## src/adhc_pkg.sv

```systemverilog
package adhc_pkg;
    // ----------------------------------------------------------------
    // values and timing
    // ----------------------------------------------------------------
    typedef logic signed [15:0] adhc_val_t; // tenths of a unit
    localparam int CLK_HZ = 40_000_000;
    localparam int CYC_STEP_MS = 100; // cycle time counts in 0.1 s
    localparam int CYC_STEP_CLKS = CLK_HZ / 1000 * CYC_STEP_MS;
    localparam int DWELL_STEP_S = 6; // dwell time counts in 0.1 min
    localparam int DWELL_STEP_CLKS = CLK_HZ * DWELL_STEP_S;
    localparam logic signed [17:0] FULL_SCALE = 18'sh003e8; // 100.0 %
    localparam logic signed [15:0] DB_LIMIT = 16'sh0168; // 36.0 %
    localparam logic [7:0] CPB_MIN = 8'h01;
    localparam logic [7:0] CPB_RESET = 8'h64; // 100 %
    localparam logic [3:0] EVENT_INPUT_FUNCTION_CLEAR_LATCH = 4'h1;
    // ----------------------------------------------------------------
    // register map (byte offsets)
    // ----------------------------------------------------------------
    localparam logic [7:0] OFS_CTRL = 8'h00;
    localparam logic [7:0] OFS_BAND = 8'h04;
    localparam logic [7:0] OFS_HC = 8'h08;
    localparam logic [7:0] OFS_CYC = 8'h0c;
    localparam logic [7:0] OFS_DWELL = 8'h10;
    localparam logic [7:0] OFS_ALM_BASE = 8'h14;
    localparam logic [7:0] OFS_ALM_STEP = 8'h0c; // cfg, level, deviation
    localparam logic [7:0] OFS_STATUS = 8'h2c;
    localparam int CTRL_DIRECT = 0;
    localparam int CTRL_O2FN = 1; // two bits
    localparam int CTRL_O1LIN = 3;
    localparam int CTRL_O2LIN = 4;
    localparam int CTRL_COMBO = 5; // three bits
    localparam int CTRL_EVENT_INPUT_FUNCTION = 8; // four bits
    // ----------------------------------------------------------------
    // enumerations and carriers
    // ----------------------------------------------------------------
    typedef enum logic [3:0] {
        FN_PV1_HI = 4'h0, FN_PV1_LO = 4'h1, FN_PV2_HI = 4'h2, FN_PV2_LO = 4'h3,
        FN_EITHER_HI = 4'h4, FN_EITHER_LO = 4'h5, FN_DIFF_HI = 4'h6, FN_DIFF_LO = 4'h7,
        FN_DEV_HI = 4'h8, FN_DEV_LO = 4'h9, FN_DWELL = 4'ha, FN_NONE = 4'hf
    } adhc_fn_e;
    typedef enum logic [1:0] {
        MD_NORMAL = 2'h0, MD_LATCH = 2'h1, MD_HOLD = 2'h2, MD_LATCH_HOLD = 2'h3
    } adhc_mode_e;
    typedef enum logic [1:0] {
        O2_NONE = 2'h0, O2_COOL = 2'h1, O2_ALARM2 = 2'h2
    } adhc_o2_e;
    typedef struct packed {
        adhc_mode_e mode;
        adhc_fn_e fn;
    } adhc_alm_cfg_s;
    localparam adhc_alm_cfg_s ALM_CFG_RESET = '{mode: MD_NORMAL, fn: FN_NONE};
endpackage : adhc_pkg

```

## src/adhc_top.sv

```systemverilog
// Notes on behaviour
// - direct action drives output 1 inversely to reverse (heat) action in every form; here proportional output 1 in heat/cool mode ignores direct.
// - six heat/cool combinations; output 1, output 2 or an alarm drives each side; here heat is always output 1 and cool output 2.
// - output 1 hysteresis acts only when primary band is zero (on-off).
// - cooling band is a percentage of heating band, 1 to 255.
// - tuning never alters the stored cooling band percentage.
// - signed dead band, limited to -36.0 .. +36.0 percent of band.
// - negative dead band: both heat and cool active across the overlap.
// - positive dead band: neither heat nor cool active inside the dead zone.
// - linear outputs ignore cycle time; it only paces switching outputs.
// - both alarms as dwell timer is a configuration error.
// - dwell time counts tenths of a minute, 0 to 6553.5.
// - dwell count starts from zero when process first reaches set point.
// - dwell relay holds its state while counting, changes only on time out.
// - eight process alarm functions: high/low on pv1, pv2, either, difference.
// - either-value alarm trips on pv1 or pv2 crossing the level.
// - difference alarm compares pv1 minus pv2 with the absolute level.
// - process thresholds are alarm level plus and minus half hysteresis.
// - normal mode: output energised exactly while the alarm condition holds.
// - latching mode: output stays energised after the condition clears.
// - latch released only by power loss or the clear-latch event input.
// - holding mode: no alarm until process first reaches set point.
// - latch/hold mode combines holding suppression and latching.
// - deviation value is signed per channel, above or below set point.
// - deviation thresholds track set point: set point plus deviation, half hysteresis.
// - alarm 2 repeats alarm 1 behaviour with its own settings.
//
// Local design decisions: register access over APB and the address map.
`timescale 1ns/1ps
`default_nettype none
module adhc_top import adhc_pkg::*; #(
    parameter int CYC_TICK_CLKS = CYC_STEP_CLKS,
    parameter int DWELL_TICK_CLKS = DWELL_STEP_CLKS
) (
    input wire logic core_clk,
    input wire logic rst_n,
    input wire logic psel,
    input wire logic penable,
    input wire logic pwrite,
    input wire logic [7:0] paddr,
    input wire logic [31:0] pwdata,
    output logic [31:0] prdata,
    output logic pready,
    output logic pslverr,
    input wire logic signed [15:0] primary_process_value,
    input wire logic signed [15:0] secondary_process_value,
    input wire logic signed [15:0] primary_setpoint,
    input wire logic signed [15:0] pid_demand,
    input wire logic event_input,
    output logic [9:0] output1_action_select_level,
    output logic output1_action_select_pin,
    output logic [9:0] output2_function_select_level,
    output logic output2_function_select_pin,
    output logic [1:0] alarm_out,
    output logic cfg_error
);
    // ----------------------------------------------------------------
    // helpers
    // ----------------------------------------------------------------
    // clamp a signed drive figure into 0 .. full scale
    function automatic logic [9:0] clamp_fs(input logic signed [17:0] v);
        if (v <= 18'sh0)
            return 10'h0;
        if (v >= FULL_SCALE)
            return FULL_SCALE[9:0];
        return v[9:0];
    endfunction : clamp_fs

    // ----------------------------------------------------------------
    // registers
    // ----------------------------------------------------------------
    logic [11:0] ctrl_r;
    logic [15:0] pb1_r;
    logic [15:0] o1_hyst_r;
    logic [7:0] cpb_r;
    adhc_val_t db_r;
    logic [15:0] cyc_r [2];
    logic [15:0] dwell_time_r;
    adhc_alm_cfg_s al_cfg_r [2];
    adhc_val_t al_sp_r [2];
    logic [15:0] al_hy_r [2];
    adhc_val_t al_dv_r [2];
    logic reached_r;
    logic [15:0] dwell_cnt_r;
    logic onoff_r;
    logic [1:0] cond_r;
    logic [1:0] alarm_r;
    logic [31:0] status_w;
    logic wr_en;
    logic hit;
    logic signed [15:0] wr_db;
    logic [1:0] alm_sel_hit;
    logic [1:0] alm_part;

    assign pready = 1'b1; // single-cycle access phase, never stretched
    assign wr_en = psel && penable && pwrite;
    assign wr_db = pwdata[31:16];

    // decode which alarm channel and which word of it an address picks
    always_comb begin
        alm_sel_hit = 2'b00;
        alm_part = 2'h0;
        for (int i = 0; i < 2; i++) begin
            for (int k = 0; k < 3; k++) begin
                if (paddr == 8'(OFS_ALM_BASE + OFS_ALM_STEP * i + 4 * k)) begin
                    alm_sel_hit[i] = 1'b1;
                    alm_part = 2'(k);
                end
            end
        end
    end

    assign hit = (paddr == OFS_CTRL) || (paddr == OFS_BAND) || (paddr == OFS_HC)
        || (paddr == OFS_CYC) || (paddr == OFS_DWELL) || (paddr == OFS_STATUS)
        || (|alm_sel_hit);
    assign pslverr = psel && penable && !hit;

    // control words; cooling band and dead band are clamped on write
    always_ff @(posedge core_clk) begin
        if (!rst_n) begin
            ctrl_r <= {4'h0, 3'h0, 1'b0, 1'b0, O2_NONE, 1'b0};
            pb1_r <= 16'h0;
            o1_hyst_r <= 16'h0;
            cpb_r <= CPB_RESET;
            db_r <= 16'sh0;
            cyc_r <= '{16'h0, 16'h0};
            dwell_time_r <= 16'h0;
        end else if (wr_en) begin
            unique case (paddr)
                OFS_CTRL: ctrl_r <= pwdata[11:0];
                OFS_BAND: begin
                    pb1_r <= pwdata[15:0];
                    o1_hyst_r <= pwdata[31:16];
                end
                OFS_HC: begin
                    // only software writes reach this field; tuning has no path
                    cpb_r <= (pwdata[7:0] < CPB_MIN) ? CPB_MIN : pwdata[7:0];
                    if (wr_db > DB_LIMIT)
                        db_r <= DB_LIMIT;
                    else if (wr_db < -DB_LIMIT)
                        db_r <= -DB_LIMIT;
                    else
                        db_r <= wr_db;
                end
                OFS_CYC: cyc_r <= '{pwdata[15:0], pwdata[31:16]};
                OFS_DWELL: dwell_time_r <= pwdata[15:0];
                default: ;
            endcase
        end
    end

    // alarm settings: one set per channel
    always_ff @(posedge core_clk) begin
        if (!rst_n) begin
            al_cfg_r <= '{ALM_CFG_RESET, ALM_CFG_RESET};
            al_sp_r <= '{16'sh0, 16'sh0};
            al_hy_r <= '{16'h0, 16'h0};
            al_dv_r <= '{16'sh0, 16'sh0};
        end else if (wr_en) begin
            for (int i = 0; i < 2; i++) begin
                if (alm_sel_hit[i]) begin
                    unique case (alm_part)
                        2'h0: al_cfg_r[i] <= pwdata[5:0];
                        2'h1: begin
                            al_sp_r[i] <= pwdata[15:0];
                            al_hy_r[i] <= pwdata[31:16];
                        end
                        default: al_dv_r[i] <= pwdata[15:0];
                    endcase
                end
            end
        end
    end

    assign status_w = {dwell_cnt_r, 9'h0, cfg_error, reached_r, alarm_r, output2_function_select_pin, output1_action_select_pin, onoff_r};

    // read data comes straight from the register bank
    always_comb begin
        prdata = 32'h0;
        unique case (paddr)
            OFS_CTRL: prdata = {20'h0, ctrl_r};
            OFS_BAND: prdata = {o1_hyst_r, pb1_r};
            OFS_HC: prdata = {db_r, 8'h0, cpb_r};
            OFS_CYC: prdata = {cyc_r[1], cyc_r[0]};
            OFS_DWELL: prdata = {16'h0, dwell_time_r};
            OFS_STATUS: prdata = status_w;
            default: begin
                for (int i = 0; i < 2; i++) begin
                    if (alm_sel_hit[i]) begin
                        if (alm_part == 2'h0)
                            prdata = {26'h0, al_cfg_r[i]};
                        else if (alm_part == 2'h1)
                            prdata = {al_hy_r[i], al_sp_r[i]};
                        else
                            prdata = {{16{al_dv_r[i][15]}}, al_dv_r[i]};
                    end
                end
            end
        endcase
    end

    // ----------------------------------------------------------------
    // control outputs
    // ----------------------------------------------------------------
    logic direct;
    logic heat_cool;
    logic signed [17:0] err;
    logic signed [17:0] act_err;
    logic signed [17:0] o1_half;
    logic signed [17:0] heat_raw;
    logic signed [17:0] cool_raw;
    logic signed [25:0] cool_scaled;
    logic [9:0] output1_action_select_nxt;
    logic [9:0] output2_function_select_nxt;
    logic [1:0] lin;

    assign direct = ctrl_r[CTRL_DIRECT];
    assign heat_cool = ctrl_r[CTRL_O2FN +: 2] == O2_COOL;
    assign lin = {ctrl_r[CTRL_O2LIN], ctrl_r[CTRL_O1LIN]};
    assign err = 18'(primary_setpoint) - 18'(primary_process_value);
    assign act_err = direct ? -err : err; // direct action sees the error turned round
    assign o1_half = 18'({1'b0, o1_hyst_r[15:1]});

    // on-off state with a hysteresis window around the set point
    always_ff @(posedge core_clk) begin
        if (!rst_n)
            onoff_r <= 1'b0;
        else if (act_err > o1_half)
            onoff_r <= 1'b1;
        else if (act_err < -o1_half)
            onoff_r <= 1'b0;
    end

    // dead band is split evenly so that zero demand sits mid-band
    always_comb begin
        heat_raw = direct ? -18'(pid_demand) : 18'(pid_demand);
        cool_raw = 18'sh0;
        cool_scaled = 26'sh0;
        if (heat_cool) begin
            heat_raw = 18'(pid_demand) - 18'(db_r >>> 1);
            cool_raw = -18'(pid_demand) - 18'(db_r >>> 1);
            cool_scaled = 26'(cool_raw * 26'sd100 / 26'($signed({1'b0, cpb_r})));
        end
        if (pb1_r == 16'h0)
            output1_action_select_nxt = onoff_r ? FULL_SCALE[9:0] : 10'h0;
        else
            output1_action_select_nxt = clamp_fs(heat_raw);
        if (cool_scaled > 26'(FULL_SCALE))
            output2_function_select_nxt = FULL_SCALE[9:0];
        else
            output2_function_select_nxt = clamp_fs(cool_scaled[17:0]);
    end

    always_ff @(posedge core_clk) begin
        if (!rst_n) begin
            output1_action_select_level <= 10'h0;
            output2_function_select_level <= 10'h0;
        end else begin
            output1_action_select_level <= output1_action_select_nxt;
            output2_function_select_level <= heat_cool ? output2_function_select_nxt : 10'h0;
        end
    end

    // ----------------------------------------------------------------
    // time-proportioned switching
    // ----------------------------------------------------------------
    logic [31:0] cyc_div_r;
    logic cyc_tick;
    logic [1:0] pin_r;

    always_ff @(posedge core_clk) begin
        if (!rst_n || cyc_tick)
            cyc_div_r <= 32'h0;
        else
            cyc_div_r <= cyc_div_r + 32'h1;
    end
    assign cyc_tick = cyc_div_r == 32'(CYC_TICK_CLKS - 1);

    for (genvar g = 0; g < 2; g++) begin : g_pwm
        logic [15:0] pos_r;
        logic [9:0] lvl;
        logic [25:0] on_len;
        assign lvl = (g == 0) ? output1_action_select_level : output2_function_select_level;
        assign on_len = 26'(lvl) * 26'(cyc_r[g]);
        always_ff @(posedge core_clk) begin
            if (!rst_n)
                pos_r <= 16'h0;
            else if (cyc_tick)
                pos_r <= (pos_r + 16'h1 >= cyc_r[g]) ? 16'h0 : pos_r + 16'h1;
        end
        // a linear output carries the level only; its pin stays low
        always_ff @(posedge core_clk) begin
            if (!rst_n)
                pin_r[g] <= 1'b0;
            else
                pin_r[g] <= !lin[g] && (on_len > 26'(pos_r) * 26'(FULL_SCALE));
        end
    end
    assign output1_action_select_pin = pin_r[0];
    assign output2_function_select_pin = pin_r[1];

    // ----------------------------------------------------------------
    // set point reached and dwell timer
    // ----------------------------------------------------------------
    logic init_r;
    logic below_r;
    logic [31:0] dwell_div_r;
    logic dwell_done;

    // the side of the set point is caught once after reset
    always_ff @(posedge core_clk) begin
        if (!rst_n) begin
            init_r <= 1'b0;
            below_r <= 1'b0;
            reached_r <= 1'b0;
        end else begin
            init_r <= 1'b1;
            if (!init_r)
                below_r <= err > 18'sh0;
            else if (below_r ? err <= 18'sh0 : err >= 18'sh0)
                reached_r <= 1'b1;
        end
    end

    assign cfg_error = (al_cfg_r[0].fn == FN_DWELL) && (al_cfg_r[1].fn == FN_DWELL);
    assign dwell_done = reached_r && (dwell_cnt_r >= dwell_time_r);

    // counting begins from zero at the first reach of the set point
    always_ff @(posedge core_clk) begin
        if (!rst_n || !reached_r) begin
            dwell_div_r <= 32'h0;
            dwell_cnt_r <= 16'h0;
        end else if (!dwell_done) begin
            if (dwell_div_r == 32'(DWELL_TICK_CLKS - 1)) begin
                dwell_div_r <= 32'h0;
                dwell_cnt_r <= dwell_cnt_r + 16'h1;
            end else begin
                dwell_div_r <= dwell_div_r + 32'h1;
            end
        end
    end

    // ----------------------------------------------------------------
    // alarm channels
    // ----------------------------------------------------------------
    logic clr_latch;
    logic [1:0] cond_nxt;
    logic [1:0] alarm_nxt;
    assign clr_latch = event_input && ctrl_r[CTRL_EVENT_INPUT_FUNCTION +: 4] == EVENT_INPUT_FUNCTION_CLEAR_LATCH;

    for (genvar c = 0; c < 2; c++) begin : g_alm
        adhc_alm_cfg_s cfg;
        logic signed [17:0] mon;
        logic signed [17:0] lvl;
        logic signed [17:0] half;
        logic is_high;
        logic latching;
        logic holding;
        logic act;
        assign cfg = al_cfg_r[c];
        assign half = 18'({1'b0, al_hy_r[c][15:1]});
        assign is_high = !cfg.fn[0];
        assign latching = cfg.mode == MD_LATCH || cfg.mode == MD_LATCH_HOLD;
        assign holding = cfg.mode == MD_HOLD || cfg.mode == MD_LATCH_HOLD;

        // pick the watched value and its level
        always_comb begin
            lvl = 18'(al_sp_r[c]);
            unique case (cfg.fn)
                FN_PV1_HI, FN_PV1_LO: mon = 18'(primary_process_value);
                FN_PV2_HI, FN_PV2_LO: mon = 18'(secondary_process_value);
                FN_EITHER_HI: mon = (primary_process_value > secondary_process_value) ?
                    18'(primary_process_value) : 18'(secondary_process_value);
                FN_EITHER_LO: mon = (primary_process_value < secondary_process_value) ?
                    18'(primary_process_value) : 18'(secondary_process_value);
                FN_DIFF_HI, FN_DIFF_LO:
                    mon = 18'(primary_process_value) - 18'(secondary_process_value);
                FN_DEV_HI, FN_DEV_LO: begin
                    mon = 18'(primary_process_value);
                    lvl = 18'(primary_setpoint) + 18'(al_dv_r[c]);
                end
                default: mon = lvl;
            endcase
        end

        // hysteresis window; inside it the condition keeps its last value
        always_comb begin
            cond_nxt[c] = cond_r[c];
            if (cfg.fn > FN_DEV_LO)
                cond_nxt[c] = 1'b0;
            else if (mon > lvl + half)
                cond_nxt[c] = is_high;
            else if (mon < lvl - half)
                cond_nxt[c] = !is_high;
        end

        assign act = cond_nxt[c] && (!holding || reached_r);

        // a latch is dropped by the event only while the cause has gone
        always_comb begin
            if (cfg.fn == FN_DWELL)
                alarm_nxt[c] = !cfg_error && dwell_done;
            else if (latching)
                alarm_nxt[c] = act || (alarm_r[c] && !clr_latch);
            else
                alarm_nxt[c] = act;
        end

        always_ff @(posedge core_clk) begin
            if (!rst_n) begin
                cond_r[c] <= 1'b0;
                alarm_r[c] <= 1'b0;
            end else begin
                cond_r[c] <= cond_nxt[c];
                alarm_r[c] <= alarm_nxt[c];
            end
        end

        a_normal_follows: assert property (@(posedge core_clk) disable iff (!rst_n)
            cfg.mode == MD_NORMAL && cfg.fn <= FN_DEV_LO |=> alarm_r[c] == $past(cond_nxt[c]))
            else $error("normal alarm does not follow its condition");
        a_latch_keeps: assert property (@(posedge core_clk) disable iff (!rst_n)
            latching && cfg.fn <= FN_DEV_LO && alarm_r[c] && !clr_latch && $stable(cfg) |=> alarm_r[c])
            else $error("latched alarm dropped without clear");
        a_hold_blocks: assert property (@(posedge core_clk) disable iff (!rst_n)
            holding && cfg.fn <= FN_DEV_LO && !reached_r ##1 $stable(cfg) |-> !alarm_r[c])
            else $error("holding alarm fired before set point reached");
        a_dwell_relay: assert property (@(posedge core_clk) disable iff (!rst_n)
            cfg.fn == FN_DWELL && !cfg_error && !dwell_done ##1 $stable(cfg) |-> !alarm_r[c])
            else $error("dwell relay changed before time out");
    end
    assign alarm_out = alarm_r;

    // ----------------------------------------------------------------
    // checks
    // ----------------------------------------------------------------
    a_cfg_flagged: assert property (@(posedge core_clk) disable iff (!rst_n)
        al_cfg_r[0].fn == FN_DWELL && al_cfg_r[1].fn == FN_DWELL |-> cfg_error ##1 alarm_r == 2'b00)
        else $error("double dwell timer not flagged");
    a_cpb_range: assert property (@(posedge core_clk) disable iff (!rst_n)
        cpb_r >= CPB_MIN)
        else $error("cooling band below one percent");
    a_db_range: assert property (@(posedge core_clk) disable iff (!rst_n)
        db_r <= DB_LIMIT && db_r >= -DB_LIMIT)
        else $error("dead band outside limit");
    a_onoff_full: assert property (@(posedge core_clk) disable iff (!rst_n)
        pb1_r == 16'h0 && $stable(pb1_r) |=> output1_action_select_level == 10'h0 || output1_action_select_level == FULL_SCALE[9:0])
        else $error("on-off output not full on or off");
    a_linear_pin: assert property (@(posedge core_clk) disable iff (!rst_n)
        lin[0] |=> !output1_action_select_pin)
        else $error("linear output pin toggled");
    a_dwell_count: assert property (@(posedge core_clk) disable iff (!rst_n)
        !reached_r |=> dwell_cnt_r == 16'h0)
        else $error("dwell counted before set point reached");
    c_dwell_done: cover property (@(posedge core_clk) disable iff (!rst_n) dwell_done);
    c_latch_clear: cover property (@(posedge core_clk) disable iff (!rst_n)
        alarm_r[0] && clr_latch ##1 !alarm_r[0]);
    c_overlap: cover property (@(posedge core_clk) disable iff (!rst_n)
        heat_cool && output1_action_select_level != 10'h0 && output2_function_select_level != 10'h0);
endmodule : adhc_top
`default_nettype wire

```

## config.mk

```make
export PLATFORM = sky130hd
export DESIGN_NAME = adhc_top
export DESIGN_NICKNAME = d
export VERILOG_FILES = /design/src/adhc_pkg.sv /design/src/adhc_top.sv
export SDC_FILE = /design/constraint.sdc
export NUM_CORES = 2
export LEC_CHECK = 0
export BUFFER_PORTS_ARGS = -buffer_cell sky130_fd_sc_hd__buf_2
export CAP_MARGIN = 40
export CORE_UTILIZATION = 45
export CTS_CLUSTER_DIAMETER = 150
export CTS_CLUSTER_SIZE = 16
export DETAILED_ROUTE_END_ITERATION = 10
export PLACE_DENSITY_LB_ADDON = 0.05
export REMOVE_ABC_BUFFERS = 1
export SKIP_CTS_REPAIR_TIMING = 1
export SLEW_MARGIN = 15
export SYNTH_ARGS = -nofsm -noshare
export SYNTH_HDL_FRONTEND = slang
export SYNTH_SLANG_ARGS = --single-unit
export TNS_END_PERCENT = 20
```

## constraint.sdc

```tcl
create_clock -name core_clk -period 99.8 [get_ports core_clk]
set_clock_uncertainty 0.2 [all_clocks]
set_input_delay 19.96 -clock core_clk [delete_from_list [all_inputs] [get_ports core_clk]]
set_output_delay 19.96 -clock core_clk [all_outputs]
set_load 0.02 [all_outputs]
```

==> out/metrics.yaml <==
synthToLayoutAreaGrowth_pct: 8.65
yosysWarnings: 0
totalWireLength_mm: 263
netlist_area_um2: 69600
critPathTopFamily: "simple AND/OR/NAND/NOR gates"
dr.pass1.iters: 6
finalMaxSlewViolations: 0
layout-drive-gt1-share_pct: 9.77
synth-async-reset-ratio_pct: 0
core-area_um2: 153000
synth_edf_count: 0
fin_cells: 11502
tns_ns: 0
via_count: 69818
die_y_um: 395
cts_buffer_depth: 3
grt_max_degree: 115
fp.dieW_um: 395
nNetsFinal: 10753
worst_path_most_repeated_cell: "ha_1"
hold_slack_ns: 0.270
fin_ws_ns: 5.16
drc: 0
first_iter_violations: 5730
worstPathArrival_ns: 94.99
path_max_fanout: 15
cts_htree_levels: 1
cts_tree: "done"
gp_congestion: 1.01
grt_overflow: 0
placed_cells: 11405
insertion_delay_ns: 0.66
syn_avg_cell_area_um2: 7.49
seq_area_frac_synth_pct: 10.5
worstPathRequired_ns: 100.14
max_slew_margin_pct: 36.9
critPathMaxStageDelay_ns: 0.75
avgRoutedWirePerCell_um: 22.8
synth-main-ff-cell: "dfxtp_1"
pre_cts_slack_ns: -1.53
rows: 143
synthCells: 9302
initial_core_util_pct: 45.6
slowest_stage: "a211oi_1"
track_usage_pct: 32.6
dp_hpwl_mm: 211
worst_pin_slew_ns: 0.939
hold_viol_final: 0
io_pins: 169
cp_num_buf_inv: 19
timing.final.crit_share_pct: 94.8
postRouteAntennaNets: 0
synth_seq_cells: 366
grt_pass1_vias: 67020
post-route-min-period_ns: 94.64
numCtsBuffers: 29
hold_class: "register to register"
cts_root_buffer: "clkbuf_16"
synth.distinct_cells: 143
clk_pin_slew_ns: 0.08
grt_first_pass_wirelength_mm: 401
maxCapViolCount: 0
cts_sinks: 366
start_kind: "input port"
antenna_found_initial: 12
fp.dieArea_um2: 156000
clock.fmax_ghz: 0.0106
status: "completed"
critPathCaptureType: "register"
port_buffers: 167
worstSetupPathType: "input port to register"
viasPerCell: 6.07
setup_violations: 0
cell usage after synthesis (30+ instances only):
| cell | instances | area share, % |
|---|---|---|
| xnor2_1 | 421 | 5.3 |
| clkbuf_1 | 332 | 1.8 |
| a211oi_1 | 58 | 0.63 |
| a21oi_1 | 631 | 4.5 |
| mux2i_1 | 91 | 1.3 |
| o31ai_1 | 69 | 0.74 |
| xor2_1 | 235 | 3.0 |
| nor4_1 | 78 | 0.70 |
| o211ai_1 | 44 | 0.47 |
| a211o_1 | 30 | 0.38 |
| o21a_1 | 126 | 1.4 |
| a22oi_1 | 105 | 1.1 |
| nor2_1 | 740 | 4.0 |
| nand2_1 | 1136 | 6.1 |
| fa_1 | 346 | 9.9 |
| nor2b_1 | 114 | 1.0 |
| buf_4 | 33 | 0.36 |
| o21ai_0 | 441 | 3.2 |
| and2_1 | 194 | 1.7 |
| or2_2 | 57 | 0.51 |
| a21o_1 | 237 | 2.6 |
| a31oi_1 | 82 | 0.74 |
| nand4_1 | 120 | 1.1 |
| or3_1 | 84 | 0.75 |
| nor3_1 | 166 | 1.2 |
| nand2b_1 | 148 | 1.3 |
| or4_1 | 40 | 0.43 |
| o21bai_1 | 76 | 0.82 |
| and3_1 | 98 | 0.88 |
| o22ai_1 | 78 | 0.70 |
| o221ai_1 | 31 | 0.39 |
| a21boi_0 | 219 | 2.4 |
| inv_1 | 611 | 3.3 |
| mux2_2 | 51 | 0.82 |
| nand3_1 | 226 | 1.6 |
| ha_1 | 833 | 15 |
| dfxtp_1 | 366 | 11 |
routing by layer:
layer | track usage [%] | vias to the layer above | wire [um]
li1 | - | 33291 | -
met1 | 44.4 | 33514 | 116000
met2 | 51.4 | 2506 | 115000
met3 | 4.47 | 497 | 18800
met4 | 13.4 | 10 | 12800
met5 | 0 | - | 71
layout make-up:
class | count | area (um2)
Fill cell | 15347 | 77100
Multi-Input combinational cell | 7916 | 59000
Sequential cell | 366 | 7330
Timing Repair Buffer | 538 | 3730
Tap cell | 2030 | 2540
Inverter | 613 | 2300
Clock buffer | 30 | 729
Clock inverter | 6 | 62.6
Antenna cell | 3 | 7.51
metrics by stage:
| step | instance area (um2) | utilization, % |
|---|---|---|
| final | 75700 | 49.5 |
| after global routing | 75700 | 49.5 |
| after detailed placement | 73800 | 48.3 |
| after global placement | 73600 | 48.2 |
| after CTS | 74600 | 48.8 |
| after floorplan | 67900 | - |
kinds of logic (layout without fill, tap and decap cells):
family                   after synthesis  in the layout  synth area share (%)
adder cells (fa/ha/maj)             1179           1179                  24.9
buffers and inverters               1022           1187                  5.80
AND/OR/NAND/NOR                     3388           3390                  23.9
multiplexers                         148            148                  2.26
XOR/XNOR                             662            662                  8.40
flip-flops                           366            366                  10.5
AO/OA/AOI/OAI                       2536           2536                  24.2
other                                  1              4               0.00538
layout by cell type (no fill, tap or decap), types with 237 or more instances in the layout:
cell type,synthesis,final
nor2_1,740,724
o21ai_0,441,435
nand2_1,1136,1130
xnor2_1,421,414
a21oi_1,631,611
ha_1,833,830
buf_4,33,348
inv_1,611,609
a21o_1,237,237
dfxtp_1,366,366
fa_1,346,346
tightest hold or removal path, cell delays in order (launching register included):
cell and delay (ns):
dfxtp_1 0.31, nand2_1 0.05, a21boi_0 0.07
worst paths after layout:
path,from,end,slack [ns],depth (start not counted)
worst max-delay path,pid_demand[0],output2_function_select_level[0],5.16,372
worst min-delay path,al_hy_r[0],al_hy_r[0],0.27,2
worst max register to register,db_r[2],output2_function_select_level[0],24.45,373
worst min register to register,al_hy_r[0],al_hy_r[0],0.27,2
state kept, by name (all words and copies together), names as in the netlist, 2 cells and up:
register and count:
pb1_r 16, dwell_div_r 32, db_r 16, cyc_div_r 32, dwell_time_r 16, cyc_r 32, output2_function_select_level 10, cond_r 2
cpb_r 8, output1_action_select_level 10, ctrl_r 12, al_dv_r 32, alarm_out 2, g_pwm.pos_r 32, al_hy_r 32, al_sp_r 32
dwell_cnt_r 16, o1_hyst_r 16, al_cfg_r 12
Power is left out: the tool's default activity adds up to more than one toggle a clock period on the data nets, which glitch-free logic cannot reach.
